===== src/downconv_consts.svh =====
// Offsets, field positions, reset values and encodings of the down converter register bank
`ifndef DOWNCONV_CONSTS_SVH
`define DOWNCONV_CONSTS_SVH

// ********************
// Register map
// ********************
`define REG_COUNT 9
`define OFS_MODE 8'h00
`define OFS_FB_HIGH 8'h01
`define OFS_FB_LOW_SWALLOW 8'h02
`define OFS_REF_HIGH 8'h03
`define OFS_PLL 8'h04
`define OFS_SILENCE 8'h05
`define OFS_DAC_HIGH 8'h06
`define OFS_MIX_BIAS 8'h07
`define OFS_IF_LO 8'h08
`define OFS_STATUS 8'h09
`define REG_RESET 8'h00

// ********************
// Field positions
// ********************
`define BIT_LEVEL_TEST 7
`define BIT_PEAK_TEST 6
`define BIT_FB_TOP 0
`define BIT_PRESC_SEL 0
`define BIT_TUNE_ALG 7
`define BIT_TUNE_START 6
`define BIT_TUNE_TEST 5
`define BIT_SIL_EN 4
`define BIT_SIL_UNLOCK 3
`define BIT_SIL_LO 2
`define BIT_SIL_MIX 1
`define BIT_SIL_IF 0
`define BIT_DAC_SLEEP 1
`define BIT_RECAL_EN 0
`define BIT_MUX_TEST 0

// ********************
// Encodings
// ********************
`define MODULUS_LOW 5'h10
`define MODULUS_HIGH 5'h13
`define ID_CODE_DEFAULT 2'h1

`endif


===== src/downconv_pkg.sv =====
// Types and mode decoding shared by the down converter register bank
package downconv_pkg;
`include "downconv_consts.svh"

	// ********************
	// Operating modes
	// ********************
	typedef enum logic [4:0] {
		MODE_POWER_DOWN = 5'h00,
		MODE_STD_LOW = 5'h01,
		MODE_STD_HIGH = 5'h02,
		MODE_DIV_SLAVE = 5'h03,
		MODE_MASTER_LOW = 5'h04,
		MODE_MASTER_HIGH = 5'h05,
		MODE_EXT_STD = 5'h06,
		MODE_EXT_MASTER = 5'h07
	} op_mode_t;

	typedef struct packed {
		logic rx_on;
		logic synth_on;
		logic low_osc_on;
		logic high_osc_on;
		logic ext_lo_in_on;
		logic lo_out_on;
	} path_ctrl_t;

	// ********************
	// Tuning sequencer state
	// ********************
	typedef enum logic {
		TUNE_IDLE = 1'b0,
		TUNE_RUN = 1'b1
	} tune_state_t;

	typedef struct packed {
		tune_state_t state;
		logic done_prev;
		logic run;
		logic finish;
	} tune_seq_t;

	// ********************
	// Register bank state
	// ********************
	typedef struct packed {
		logic [`REG_COUNT-1:0][7:0] regs;
		logic [7:0] sub_addr;
		logic expect_addr;
		logic lock_meta;
		logic lock_sync;
		logic lock_prev;
		logic done_meta;
		logic done_sync;
		logic [4:0] word_meta;
		logic [4:0] word_sync;
		logic [7:0] rd_data;
		logic rd_valid;
		path_ctrl_t path;
		logic [4:0] presc_mod;
		logic [16:0] lo_mult;
		logic lo_halve;
		logic if_mute;
		logic mix_mute;
		logic lo_mute;
		logic cal_req;
	} cfg_state_t;

	// Unused codes fall back to everything off, same as power down
	function automatic path_ctrl_t decode_mode(input logic [4:0] code);
		path_ctrl_t p;
		p = '0;
		case (code)
			MODE_STD_LOW: p = '{rx_on: 1'b1, synth_on: 1'b1, low_osc_on: 1'b1, default: 1'b0};
			MODE_STD_HIGH: p = '{rx_on: 1'b1, synth_on: 1'b1, high_osc_on: 1'b1, default: 1'b0};
			MODE_DIV_SLAVE: p = '{rx_on: 1'b1, ext_lo_in_on: 1'b1, default: 1'b0};
			MODE_MASTER_LOW: p = '{rx_on: 1'b1, synth_on: 1'b1, low_osc_on: 1'b1, lo_out_on: 1'b1, default: 1'b0};
			MODE_MASTER_HIGH: p = '{rx_on: 1'b1, synth_on: 1'b1, high_osc_on: 1'b1, lo_out_on: 1'b1, default: 1'b0};
			MODE_EXT_STD: p = '{rx_on: 1'b1, synth_on: 1'b1, ext_lo_in_on: 1'b1, default: 1'b0};
			MODE_EXT_MASTER: p = '{rx_on: 1'b1, synth_on: 1'b1, ext_lo_in_on: 1'b1, lo_out_on: 1'b1, default: 1'b0};
			default: p = '0;
		endcase
		return p;
	endfunction : decode_mode

endpackage : downconv_pkg


===== src/downconverter_config_regs.sv =====
// Configuration and status register bank of the RF down converter
`include "downconv_consts.svh"

module downconverter_config_regs
	import downconv_pkg::*;
#(
	parameter logic [1:0] ID_CODE = `ID_CODE_DEFAULT // Arbitrary value
) (
	// Clock and reset
	input wire logic MCLK_I,
	input wire logic RESETN_I,
	// Byte port from the serial protocol engine
	input wire logic WR_START_I,
	input wire logic WR_VALID_I,
	input wire logic [7:0] WR_DATA_I,
	input wire logic RD_REQ_I,
	output logic [7:0] RD_DATA_O,
	output logic RD_VALID_O,
	// Analog status pins
	input wire logic PLL_LOCKED_I,
	input wire logic TUNE_DONE_I,
	input wire logic [4:0] VCO_TUNING_WORD_I,
	// Mode and path control
	output logic [4:0] MODE_CODE_O,
	output logic LEVEL_LOOP_TEST_OFF_O,
	output logic PEAK_DETECT_TEST_EN_O,
	output logic RX_CHAIN_ON_O,
	output logic SYNTH_ON_O,
	output logic LOW_OSC_ON_O,
	output logic HIGH_OSC_ON_O,
	output logic EXT_LO_IN_ON_O,
	output logic LO_OUT_BUF_ON_O,
	// Synthesizer settings
	output logic [11:0] FEEDBACK_COUNT_O,
	output logic [4:0] SWALLOW_COUNT_O,
	output logic [9:0] REF_RATIO_O,
	output logic [1:0] VCO_AMPLITUDE_O,
	output logic [2:0] CHARGE_PUMP_CURRENT_O,
	output logic [4:0] PRESCALER_MODULUS_O,
	output logic [16:0] LO_MULT_O,
	output logic LO_HALVE_O,
	// Tuning and silence
	output logic TUNING_ALG_SELECT_O,
	output logic TUNING_TEST_SELECT_O,
	output logic CAL_RUN_O,
	output logic IF_MUTE_O,
	output logic MIXER_MUTE_O,
	output logic LO_OUT_MUTE_O,
	// DAC, mixer, IF amplifier and LO
	output logic [9:0] DAC_WORD_O,
	output logic DAC_SLEEP_O,
	output logic [3:0] GATE_BIAS_O,
	output logic [1:0] IF_AMP_BIAS_O,
	output logic [2:0] TUNE_CAP_O,
	output logic [1:0] LO_AMP_O,
	output logic MUX_LOW_POWER_TEST_O
);

	cfg_state_t q;
	cfg_state_t d;
	logic seq_finish;
	logic seq_run;
	logic data_wr;
	logic sil_wr;
	logic [7:0] status;

	// ********************
	// Tuning sequencer
	// ********************
	tune_sequencer u_tune (
		.clk_i(MCLK_I),
		.rst_n_i(RESETN_I),
		.start_i(q.cal_req),
		.done_i(q.done_sync),
		.run_o(seq_run),
		.finish_o(seq_finish)
	);

	// ********************
	// Next state
	// ********************
	always_comb begin
		d = q;
		data_wr = WR_VALID_I && !WR_START_I && !q.expect_addr;
		sil_wr = data_wr && (q.sub_addr == `OFS_SILENCE);
		status = {ID_CODE, q.lock_sync, q.word_sync};
		// Pins pass two flops before use
		d.lock_meta = PLL_LOCKED_I;
		d.lock_sync = q.lock_meta;
		d.lock_prev = q.lock_sync;
		d.done_meta = TUNE_DONE_I;
		d.done_sync = q.done_meta;
		// Word is only meaningful once tuning has settled, so lane skew is harmless
		d.word_meta = VCO_TUNING_WORD_I;
		d.word_sync = q.word_meta;
		if (WR_START_I) begin
			d.expect_addr = 1'b1;
		end
		if (WR_VALID_I && !data_wr) begin
			d.sub_addr = WR_DATA_I;
			d.expect_addr = 1'b0;
		end
		if (data_wr) begin
			for (int i = 0; i < `REG_COUNT; i++) begin
				if (q.sub_addr == 8'(i)) begin
					d.regs[i] = WR_DATA_I;
				end
			end
			d.sub_addr = q.sub_addr + 8'h01;
		end
		// A host write in the same cycle as the finish wins over the self clear
		if (seq_finish && !sil_wr) begin
			d.regs[`OFS_SILENCE][`BIT_TUNE_START] = 1'b0;
		end
		d.cal_req = (sil_wr && WR_DATA_I[`BIT_TUNE_START])
			|| (q.regs[`OFS_MIX_BIAS][`BIT_RECAL_EN] && q.lock_prev && !q.lock_sync);
		d.path = decode_mode(q.regs[`OFS_MODE][5:1]);
		d.presc_mod = q.regs[`OFS_PLL][`BIT_PRESC_SEL] ? `MODULUS_HIGH : `MODULUS_LOW;
		d.lo_mult = 17'(FEEDBACK_COUNT_O) * 17'(d.presc_mod) + 17'(SWALLOW_COUNT_O);
		d.lo_halve = d.path.low_osc_on;
		// Individual mutes act only while the silence function is enabled
		d.if_mute = q.regs[`OFS_SILENCE][`BIT_SIL_EN] && (q.regs[`OFS_SILENCE][`BIT_SIL_IF]
			|| (q.regs[`OFS_SILENCE][`BIT_SIL_UNLOCK] && !q.lock_sync));
		d.mix_mute = q.regs[`OFS_SILENCE][`BIT_SIL_EN] && q.regs[`OFS_SILENCE][`BIT_SIL_MIX];
		d.lo_mute = q.regs[`OFS_SILENCE][`BIT_SIL_EN] && q.regs[`OFS_SILENCE][`BIT_SIL_LO];
		d.rd_valid = RD_REQ_I;
		if (RD_REQ_I) begin
			d.rd_data = status;
		end
	end

	always_ff @(posedge MCLK_I) begin
		if (!RESETN_I) begin
			q <= '0;
		end else begin
			q <= d;
		end
	end

	// ********************
	// Outputs
	// ********************
	assign RD_DATA_O = q.rd_data;
	assign RD_VALID_O = q.rd_valid;
	assign MODE_CODE_O = q.regs[`OFS_MODE][5:1];
	assign LEVEL_LOOP_TEST_OFF_O = q.regs[`OFS_MODE][`BIT_LEVEL_TEST];
	assign PEAK_DETECT_TEST_EN_O = q.regs[`OFS_MODE][`BIT_PEAK_TEST];
	assign RX_CHAIN_ON_O = q.path.rx_on;
	assign SYNTH_ON_O = q.path.synth_on;
	assign LOW_OSC_ON_O = q.path.low_osc_on;
	assign HIGH_OSC_ON_O = q.path.high_osc_on;
	assign EXT_LO_IN_ON_O = q.path.ext_lo_in_on;
	assign LO_OUT_BUF_ON_O = q.path.lo_out_on;
	assign FEEDBACK_COUNT_O = {q.regs[`OFS_MODE][`BIT_FB_TOP], q.regs[`OFS_FB_HIGH],
		q.regs[`OFS_FB_LOW_SWALLOW][7:5]};
	assign SWALLOW_COUNT_O = q.regs[`OFS_FB_LOW_SWALLOW][4:0];
	assign REF_RATIO_O = {q.regs[`OFS_REF_HIGH], q.regs[`OFS_PLL][7:6]};
	assign VCO_AMPLITUDE_O = q.regs[`OFS_PLL][5:4];
	assign CHARGE_PUMP_CURRENT_O = q.regs[`OFS_PLL][3:1];
	assign PRESCALER_MODULUS_O = q.presc_mod;
	assign LO_MULT_O = q.lo_mult;
	assign LO_HALVE_O = q.lo_halve;
	assign TUNING_ALG_SELECT_O = q.regs[`OFS_SILENCE][`BIT_TUNE_ALG];
	assign TUNING_TEST_SELECT_O = q.regs[`OFS_SILENCE][`BIT_TUNE_TEST];
	assign CAL_RUN_O = seq_run;
	assign IF_MUTE_O = q.if_mute;
	assign MIXER_MUTE_O = q.mix_mute;
	assign LO_OUT_MUTE_O = q.lo_mute;
	assign DAC_WORD_O = {q.regs[`OFS_DAC_HIGH], q.regs[`OFS_MIX_BIAS][7:6]};
	assign DAC_SLEEP_O = q.regs[`OFS_MIX_BIAS][`BIT_DAC_SLEEP];
	assign GATE_BIAS_O = q.regs[`OFS_MIX_BIAS][5:2];
	assign IF_AMP_BIAS_O = q.regs[`OFS_IF_LO][7:6];
	assign TUNE_CAP_O = q.regs[`OFS_IF_LO][5:3];
	assign LO_AMP_O = q.regs[`OFS_IF_LO][2:1];
	assign MUX_LOW_POWER_TEST_O = q.regs[`OFS_IF_LO][`BIT_MUX_TEST];
endmodule : downconverter_config_regs


===== src/tune_sequencer.sv =====
// VCO tuning run tracker: starts on request, ends on the rising edge of the done level
module tune_sequencer
	import downconv_pkg::*;
(
	// Clock and reset
	input wire logic clk_i,
	input wire logic rst_n_i,
	// Control
	input wire logic start_i,
	input wire logic done_i,
	// Status
	output logic run_o,
	output logic finish_o
);

	tune_seq_t q;
	tune_seq_t d;

	always_comb begin
		d = q;
		d.finish = 1'b0;
		d.done_prev = done_i;
		case (q.state)
			TUNE_IDLE: begin
				if (start_i) begin
					d.state = TUNE_RUN;
					d.run = 1'b1;
				end
			end
			TUNE_RUN: begin
				// A request while running is dropped: one run already covers it
				if (done_i && !q.done_prev) begin
					d.state = TUNE_IDLE;
					d.run = 1'b0;
					d.finish = 1'b1;
				end
			end
			default: begin
				d.state = TUNE_IDLE;
				d.run = 1'b0;
			end
		endcase
	end

	always_ff @(posedge clk_i) begin
		if (!rst_n_i) begin
			q <= '0;
		end else begin
			q <= d;
		end
	end

	assign run_o = q.run;
	assign finish_o = q.finish;

endmodule : tune_sequencer


===== config.mk =====
export PLATFORM = sky130hd
export DESIGN_NAME = downconverter_config_regs
export DESIGN_NICKNAME = d
export VERILOG_FILES = /design/src/downconv_pkg.sv /design/src/downconverter_config_regs.sv /design/src/tune_sequencer.sv
export VERILOG_INCLUDE_DIRS = /design/src
export SDC_FILE = /design/constraint.sdc
export NUM_CORES = 1
export LEC_CHECK = 0
export BUFFER_PORTS_ARGS = -buffer_cell sky130_fd_sc_hd__buf_2
export CAP_MARGIN = 20
export CORE_ASPECT_RATIO = 1.5
export CORE_MARGIN = 1.5
export CORE_UTILIZATION = 51
export DETAILED_ROUTE_END_ITERATION = 10
export GPL_TIMING_DRIVEN = 0
export PLACE_DENSITY_LB_ADDON = 0.12
export SYNTH_ARGS = -nofsm -noshare
export SYNTH_HDL_FRONTEND = slang
export SYNTH_HIERARCHICAL = 1
export SYNTH_SLANG_ARGS = --single-unit

===== constraint.sdc =====
create_clock -name MCLK_I -period 2.84 [get_ports MCLK_I]
set_input_delay 0.142 -clock MCLK_I [delete_from_list [all_inputs] [get_ports MCLK_I]]
set_output_delay 0.142 -clock MCLK_I [all_outputs]
set_load 0.05 [all_outputs]

==> parameters.txt, run 1 <==
Parameter                              Value

Outcome
  Status    finished with violations
  Violated checks    negative setup slack

Routing
  DRC    0
  Number of routed nets with antenna violations    0
  Via count    5206
  Total iterations of the first detailed-routing run    4
  Initial drt markers    ~150
  Average via count per standard cell    between 4 and 5
  Final wirelength    about 16 mm
  Routed length per instance    15.50 um

Finish
  Share of post-route cells with drive strength above 1    between 30% and 40%
  Utilization after layout    68.03%
  Antenna Cells    0
  Count of fill cells added during filler insertion    ~1100
  Post-route cell area    ~9000 sq um
  Final layout net count    around 950
  Synth-to-Final Area Change    29.66%

Floorplanning
  Die Y-Extent    144.7 um
  Core outline area    13020 sq um
  Number of top-level pins    126
  Total number of placement rows    between 50 and 60
  Starting density of the core    52.47%
  Die width    97.49 um
  Total Die Area    14110 sq um

Clock tree
  CTS tree    done
  Number of sinks handled by clock tree synthesis    roughly 140
  Level count of the clock H-tree    4
  Worst-case clock buffer depth    2
  Clock edge transition at the registers on the reported setup and hold paths    about 0.060 ns
  Insertion delay to the later sink of the worst-skew pair    around 0.42 ns
  Number of buffers inserted during clock tree synthesis    17
  CTS Root Buffer Type    clkbuf_16

Worst setup path
  Classification of the worst setup path    reg2reg
  Crit path DAT    3.25 ns
  Startpoint class of the critical path    flip-flop
  Crit-path max FO    6
  Endpoint kind of the worst setup timing path    flip-flop
  Required time at the worst-slack endpoint    3.15 ns

Global route
  Global router's overall resource usage    a little under a quarter
  First-pass GRT wire length    25.74 mm
  Initial antenna violation count    0
  Largest net degree at the start of global routing    17
  Remaining global-route overflow    0
  Via count of the first global-routing pass    roughly 5200

Power and ir drop
  Power density relative to cell area    between 500 and 600 nW/um^2
  Peak VDD IR    around 0.00047 V
  Leakage power    about 0.0045 uW

Flow run
  Max-cap violations    0

Timing
  Headroom to the max-slew limit    a little over half
  Final number of hold-violating endpoints    0
  Share of the cycle needed by the critical path after routing    103.5%
  Final setup margin    -0.1004 ns
  Max Slew Vio Count    0
  Crit path time final    between 2 and 3 ns
  Setup Total Neg Slack    -0.6105 ns
  Fmax    approximately 340 MHz
  Number of failing setup endpoints in the final timing report    9
  Hold slack    0.07215 ns
  Measured slew at the worst slew-check pin    between 0.6 and 0.7 ns
  Setup clock skew after layout    about 0.007 ns
  Unrepaired setup endpoints after global routing    true

Synthesis
  Number of cells produced by synthesis    between 700 and 800
  Mapped cell area    ~6800 sq um
  Warnings, synthesis    6
  Mean cell area of the mapped netlist    approximately 9.4 sq um

Place
  Post-place instance area    7656 sq um
  Last weighted congestion value of the routability-driven placer    slightly above 0.8
  Number of port buffers    ~110
  HPWL reported at the end of detailed placement    around 11 mm

Worst hold path
  Path type of the worst min-delay path    in2reg
-- state kept, by name (all words and copies together), names as in the netlist, 3 cells and up --
register and cells:
CHARGE_PUMP_CURRENT_O 3, DAC_WORD_O 10, FEEDBACK_COUNT_O 12, GATE_BIAS_O 4, LO_MULT_O 17, MODE_CODE_O 5
RD_DATA_O 7, REF_RATIO_O 10, SWALLOW_COUNT_O 5, TUNE_CAP_O 3, d 8, q 24
-- worst paths after layout --
check	depth (start not counted)	startpoint	slack, ns	to
worst max-delay path	13	q[98]	-0.10	LO_MULT_O[16]
worst min-delay path	3	WR_START_I	0.07	q[57]
worst max register to register	13	q[98]	-0.10	LO_MULT_O[16]
worst min register to register	1	d[52]	0.44	q[52]
-- power breakdown --
| group | switching (uW) | total [uW] | leakage (uW) | internal [uW] |
|---|---|---|---|---|
| sequential | 24.0 | 1950 | 0.00110 | 1930 |
| clock | 940 | 2210 | 0.000289 | 1270 |
| combinational | 234 | 359 | 0.00310 | 124 |
-- stage by stage --
step	worst slack (ns)	power [uW]	std cells
6_report	-0.1004	4523	1056
4_1_cts	-0.09695	4543	1056
3_3_place_gp	-0.3593	2328	1003
5_1_grt	-0.1913	4676	1056
2_1_floorplan	0.01136	2246	731
3_5_place_dp	-0.3935	2338	1003
-- layout make-up --
class	instances	area, sq um	share of cell area [%]
buffer	124	880.8	9.946
clock inverter	14	158.9	1.794
inverter	51	193.9	2.190
sequential	135	2713	30.63
multi-input combinational	421	3522	39.77
clock buffer	18	439.2	4.959
tap	159	198.9	2.246
timing repair buffer	134	749.5	8.463
-- per-layer routing --
layer  global-route usage, %  vias to the layer above  wire length [um]  part of all wire [%]
li1                        -                     2606                 -                     -
met1                   24.65                     2468              6363                    39
met2                   45.10                      103              9046                    55
met3                   4.419                       29               545                   3.3
met4                   9.248                        0               408                   2.5
met5                       0                        -                 0                     0
-- timing repair --
item,CTS,global route
hold endpoints to repair,8,0
pin swaps,37,16
gates cloned,1,0
setup buffers,12,0
gates resized for setup,58,25
hold buffers,8,0
endpoints found under the setup margin,11,10
-- worst max-delay path, cell delays in order (launching register included) --
cell	delay (ns)
dfxtp_4	0.39
clkbuf_16	0.17
and2_4	0.17
ha_4	0.20
ha_4	0.26
inv_2	0.04
fa_1	0.50
inv_2	0.05
ha_4	0.27
a211oi_4	0.22
o21ai_1	0.11
o211ai_1	0.14
a21oi_2	0.10
o211a_1	0.21
-- cell usage in the layout, fill, tap and decap left out, types with 4 or more instances in the layout --
| cell type | count |
|---|---|
| a21oi_2 | 7 |
| o21ai_1 | 4 |
| dfxtp_1 | 129 |
| xor2_1 | 7 |
| o21ai_0 | 11 |
| nand2_4 | 4 |
| inv_1 | 43 |
| a21oi_1 | 7 |
| nand3_4 | 4 |
| nor2_1 | 107 |
| inv_8 | 4 |
| inv_2 | 6 |
| ha_1 | 17 |
| a22oi_1 | 6 |
| nand2b_1 | 6 |
| nand2_1 | 16 |
| nand4_1 | 4 |
| ha_4 | 18 |
| nand3_1 | 8 |
| buf_4 | 114 |
| and3_1 | 11 |
| clkbuf_16 | 18 |
| and2_1 | 26 |
| mux2i_1 | 80 |
| inv_6 | 4 |
| and2_4 | 4 |
| fa_1 | 12 |
| nor3_1 | 6 |
| dfxtp_2 | 5 |
| clkbuf_1 | 14 |
| dlygate4sd3_1 | 8 |
| buf_2 | 116 |
Power figures use the tool's default switching activity.
==> inputs of run 2 (changes only) <==
--- a/config.mk
+++ b/config.mk
@@ -10,10 +10,11 @@
 export CAP_MARGIN = 20
 export CORE_ASPECT_RATIO = 1.5
 export CORE_MARGIN = 1.5
-export CORE_UTILIZATION = 51
+export CORE_UTILIZATION = 60
 export DETAILED_ROUTE_END_ITERATION = 10
 export GPL_TIMING_DRIVEN = 0
 export PLACE_DENSITY_LB_ADDON = 0.12
+export SETUP_SLACK_MARGIN = 0.05
 export SYNTH_ARGS = -nofsm -noshare
 export SYNTH_HDL_FRONTEND = slang
 export SYNTH_HIERARCHICAL = 1
==> constraint.sdc (replaced) <==
create_clock -name MCLK_I -period 3.7 [get_ports MCLK_I]
set_input_delay 0.185 -clock MCLK_I [delete_from_list [all_inputs] [get_ports MCLK_I]]
set_output_delay 0.185 -clock MCLK_I [all_outputs]
set_load 0.05 [all_outputs]
==> parameters.txt, run 2 (same netlist as run 1, synthesis figures left out) <==
Parameter                              Value

Place
  Worst slack at placement    -0.03733 ns (was -0.3935 ns)
  HPWL reported at the end of detailed placement    10.75 mm (was 11.24 mm)
  Post-place instance area    7587 sq um (was 7656 sq um)
  Number of port buffers    113 (unchanged)
  Last weighted congestion value of the routability-driven placer    0.8584 (was 0.8203)

Clock tree
  CTS tree    done (unchanged)
  Worst-case clock buffer depth    2 (unchanged)
  Level count of the clock H-tree    4 (unchanged)
  Number of buffers inserted during clock tree synthesis    17 (unchanged)
  Post-CTS setup buffer count    0 (was 12)
  Number of sinks handled by clock tree synthesis    135 (unchanged)
  Clock edge transition at the registers on the reported setup and hold paths    0.07 ns (was 0.06 ns)
  CTS Root Buffer Type    clkbuf_16 (unchanged)
  Insertion delay to the later sink of the worst-skew pair    0.43 ns (was 0.42 ns)

Floorplanning
  Die width    90.12 um (was 97.49 um)
  Total Die Area    12050 sq um (was 14110 sq um)
  Die Y-Extent    133.7 um (was 144.7 um)
  Total number of placement rows    47 (was 51)
  Starting density of the core    61.78% (was 52.47%)
  Core outline area    11060 sq um (was 13020 sq um)
  Number of top-level pins    126 (unchanged)

Flow run
  Max-cap violations    0 (unchanged)

Routing
  Total iterations of the first detailed-routing run    4 (unchanged)
  Final wirelength    15.05 mm (was 16.36 mm)
  Average via count per standard cell    5.065 (was 4.930)
  DRC    0 (unchanged)
  Number of routed nets with antenna violations    0 (unchanged)
  Initial drt markers    200 (was 147)
  Routed length per instance    14.61 um (was 15.50 um)
  Via count    5217 (was 5206)

Worst hold path
  Startpoint of the worst hold path    TUNE_DONE_I (was WR_START_I)
  Path type of the worst min-delay path    in2reg (unchanged)
  Hold endpoint    d[52] (was q[57])
  Number of instances on the worst hold path    2 (was 3)

Worst setup path
  Crit path DAT    3.79 ns (was 3.25 ns)
  Endpoint kind of the worst setup timing path    flip-flop (unchanged)
  Capturing point of the worst reg2reg path    LO_MULT_O[16] (unchanged)
  Required time at the worst-slack endpoint    4.02 ns (was 3.15 ns)
  Stage delay of the slowest cell on the critical path    0.51 ns (was 0.50 ns)
  Master of the slowest instance on the critical path    fa_1 (unchanged)
  Classification of the worst setup path    reg2reg (unchanged)
  Startpoint of the worst register-to-register path    q[98] (unchanged)
  Top delay family on crit path    adder cells (unchanged)
  Crit path buffers/inverters    2 (was 3)
  Flop-to-flop setup slack    0.23 ns (was -0.10 ns)
  Crit-path max FO    10 (was 6)
  Path depth of the worst reg2reg path    12 (was 13)
  Cell-by-cell listing of the critical path    clkbuf_2, nand2_1, fa_1, inv_1, ha_1, ha_1, fa_1, a21oi_1, o211ai_1, a31oi_1, a21oi_1, o211a_1 (was clkbuf_16, and2_4, ha_4, ha_4, inv_2, fa_1, inv_2, ha_4, a211oi_4, o21ai_1, o211ai_1, a21oi_2, o211a_1)
  Startpoint class of the critical path    flip-flop (unchanged)

Finish
  Final layout net count    940 (was 954)
  Antenna Cells    0 (unchanged)
  Post-route cell area    8249 sq um (was 8856 sq um)
  Most common library cell in the layout ignoring fill and taps    dfxtp_1 (unchanged)
  Share of post-route cells with drive strength above 1    29.90% (was 38.13%)
  Utilization after layout    74.62% (was 68.03%)
  Synth-to-Final Area Change    20.77% (was 29.66%)
  Most frequent cells in the layout    dfxtp_1, buf_2, nor2_1 (was dfxtp_1, buf_2, buf_4)
  Number of flip-flops in the largest register    24 (unchanged)
  Register containing the most flip-flops in the final layout    q (unchanged)

Timing
  Final setup margin    0.2311 ns (was -0.1004 ns)
  Max Slew Vio Count    0 (unchanged)
  Unrepaired setup endpoints after global routing    false (was true)
  Crit path time final    3.469 ns (was 2.940 ns)
  Setup Total Neg Slack    0 ns (was -0.6105 ns)
  Share of the cycle needed by the critical path after routing    93.75% (was 103.5%)
  Final number of hold-violating endpoints    0 (unchanged)
  Headroom to the max-slew limit    60.88% (was 54.37%)
  Fmax    288.3 MHz (was 340.1 MHz)
  Measured slew at the worst slew-check pin    0.5868 ns (was 0.6845 ns)
  Number of failing setup endpoints in the final timing report    0 (was 9)
  Setup clock skew after layout    0.009920 ns (was 0.007050 ns)

Power and ir drop
  Peak VDD IR    0.0004489 V (was 0.0004726 V)
  Total power draw    3437 uW (was 4523 uW)
  Leakage power    0.004388 uW (was 0.004481 uW)
  Power density relative to cell area    416.6 nW/um^2 (was 510.8 nW/um^2)

Outcome
  Status    complete, no violations (was finished with violations)

Global route
  Initial antenna violation count    0 (unchanged)
  Largest net degree at the start of global routing    17 (unchanged)
  First-pass GRT wire length    24.54 mm (was 25.74 mm)
  Global router's overall resource usage    25.72% (was 23.27%)
  Via count of the first global-routing pass    5223 (was 5188)
  Remaining global-route overflow    0 (unchanged)
==> run 2: layer usage <==
layer	GRT usage, %	part of all wire (%)
met1	27.61	39
met2	47.47	53
met3	5.194	4.2
met4	12.70	3.5
met5	0	0
==> run 2: report_power, final <==
group / total [uW] / internal [uW] / switching, uW
Clock: 1670 / 953 / 718
Sequential: 1500 / 1480 / 18.8
Combinational: 265 / 90.7 / 175
Total: 3440 / 2520 / 912
==> run 2: final cells by class <==
cell class,count,area [sq um]
Tap cell,147,183.9
Buffer,124,860.8
Inverter,51,191.4
Fill cell,859,2806
Sequential cell,135,2704
Multi-Input combinational cell,421,3084
Clock buffer,17,425.4
Timing Repair Buffer,120,635.6
Clock inverter,15,163.9
==> run 2: metrics by stage <==
stage | hold slack (ns) | cells
detailed placement | 0.3962 | 991
global route | 0.008502 | 1030
global placement | 0.3918 | 991
finish | 0.006193 | 1030
floorplan | 0.2127 | 731
CTS | 0.005725 | 1030
==> run 2: what timing repair did <==
item	CTS	global route
hold endpoints to repair	7	0
hold buffers	7	0
endpoints found under the setup margin	4	6
resized for setup	1	3
==> run 2: how the worst max path moves through the flow <==
stage	from	to	slack [ns]	cells after the start
after detailed placement	q[98]	LO_MULT_O[13]	-0.04	12
final	q[98]	LO_MULT_O[16]	0.23	12
after floorplan	q[98]	LO_MULT_O[16]	0.56	12
after global routing	q[98]	LO_MULT_O[16]	0.05	12
after CTS	q[98]	LO_MULT_O[11]	0.05	12
after global placement	q[98]	LO_MULT_O[13]	0.007	12
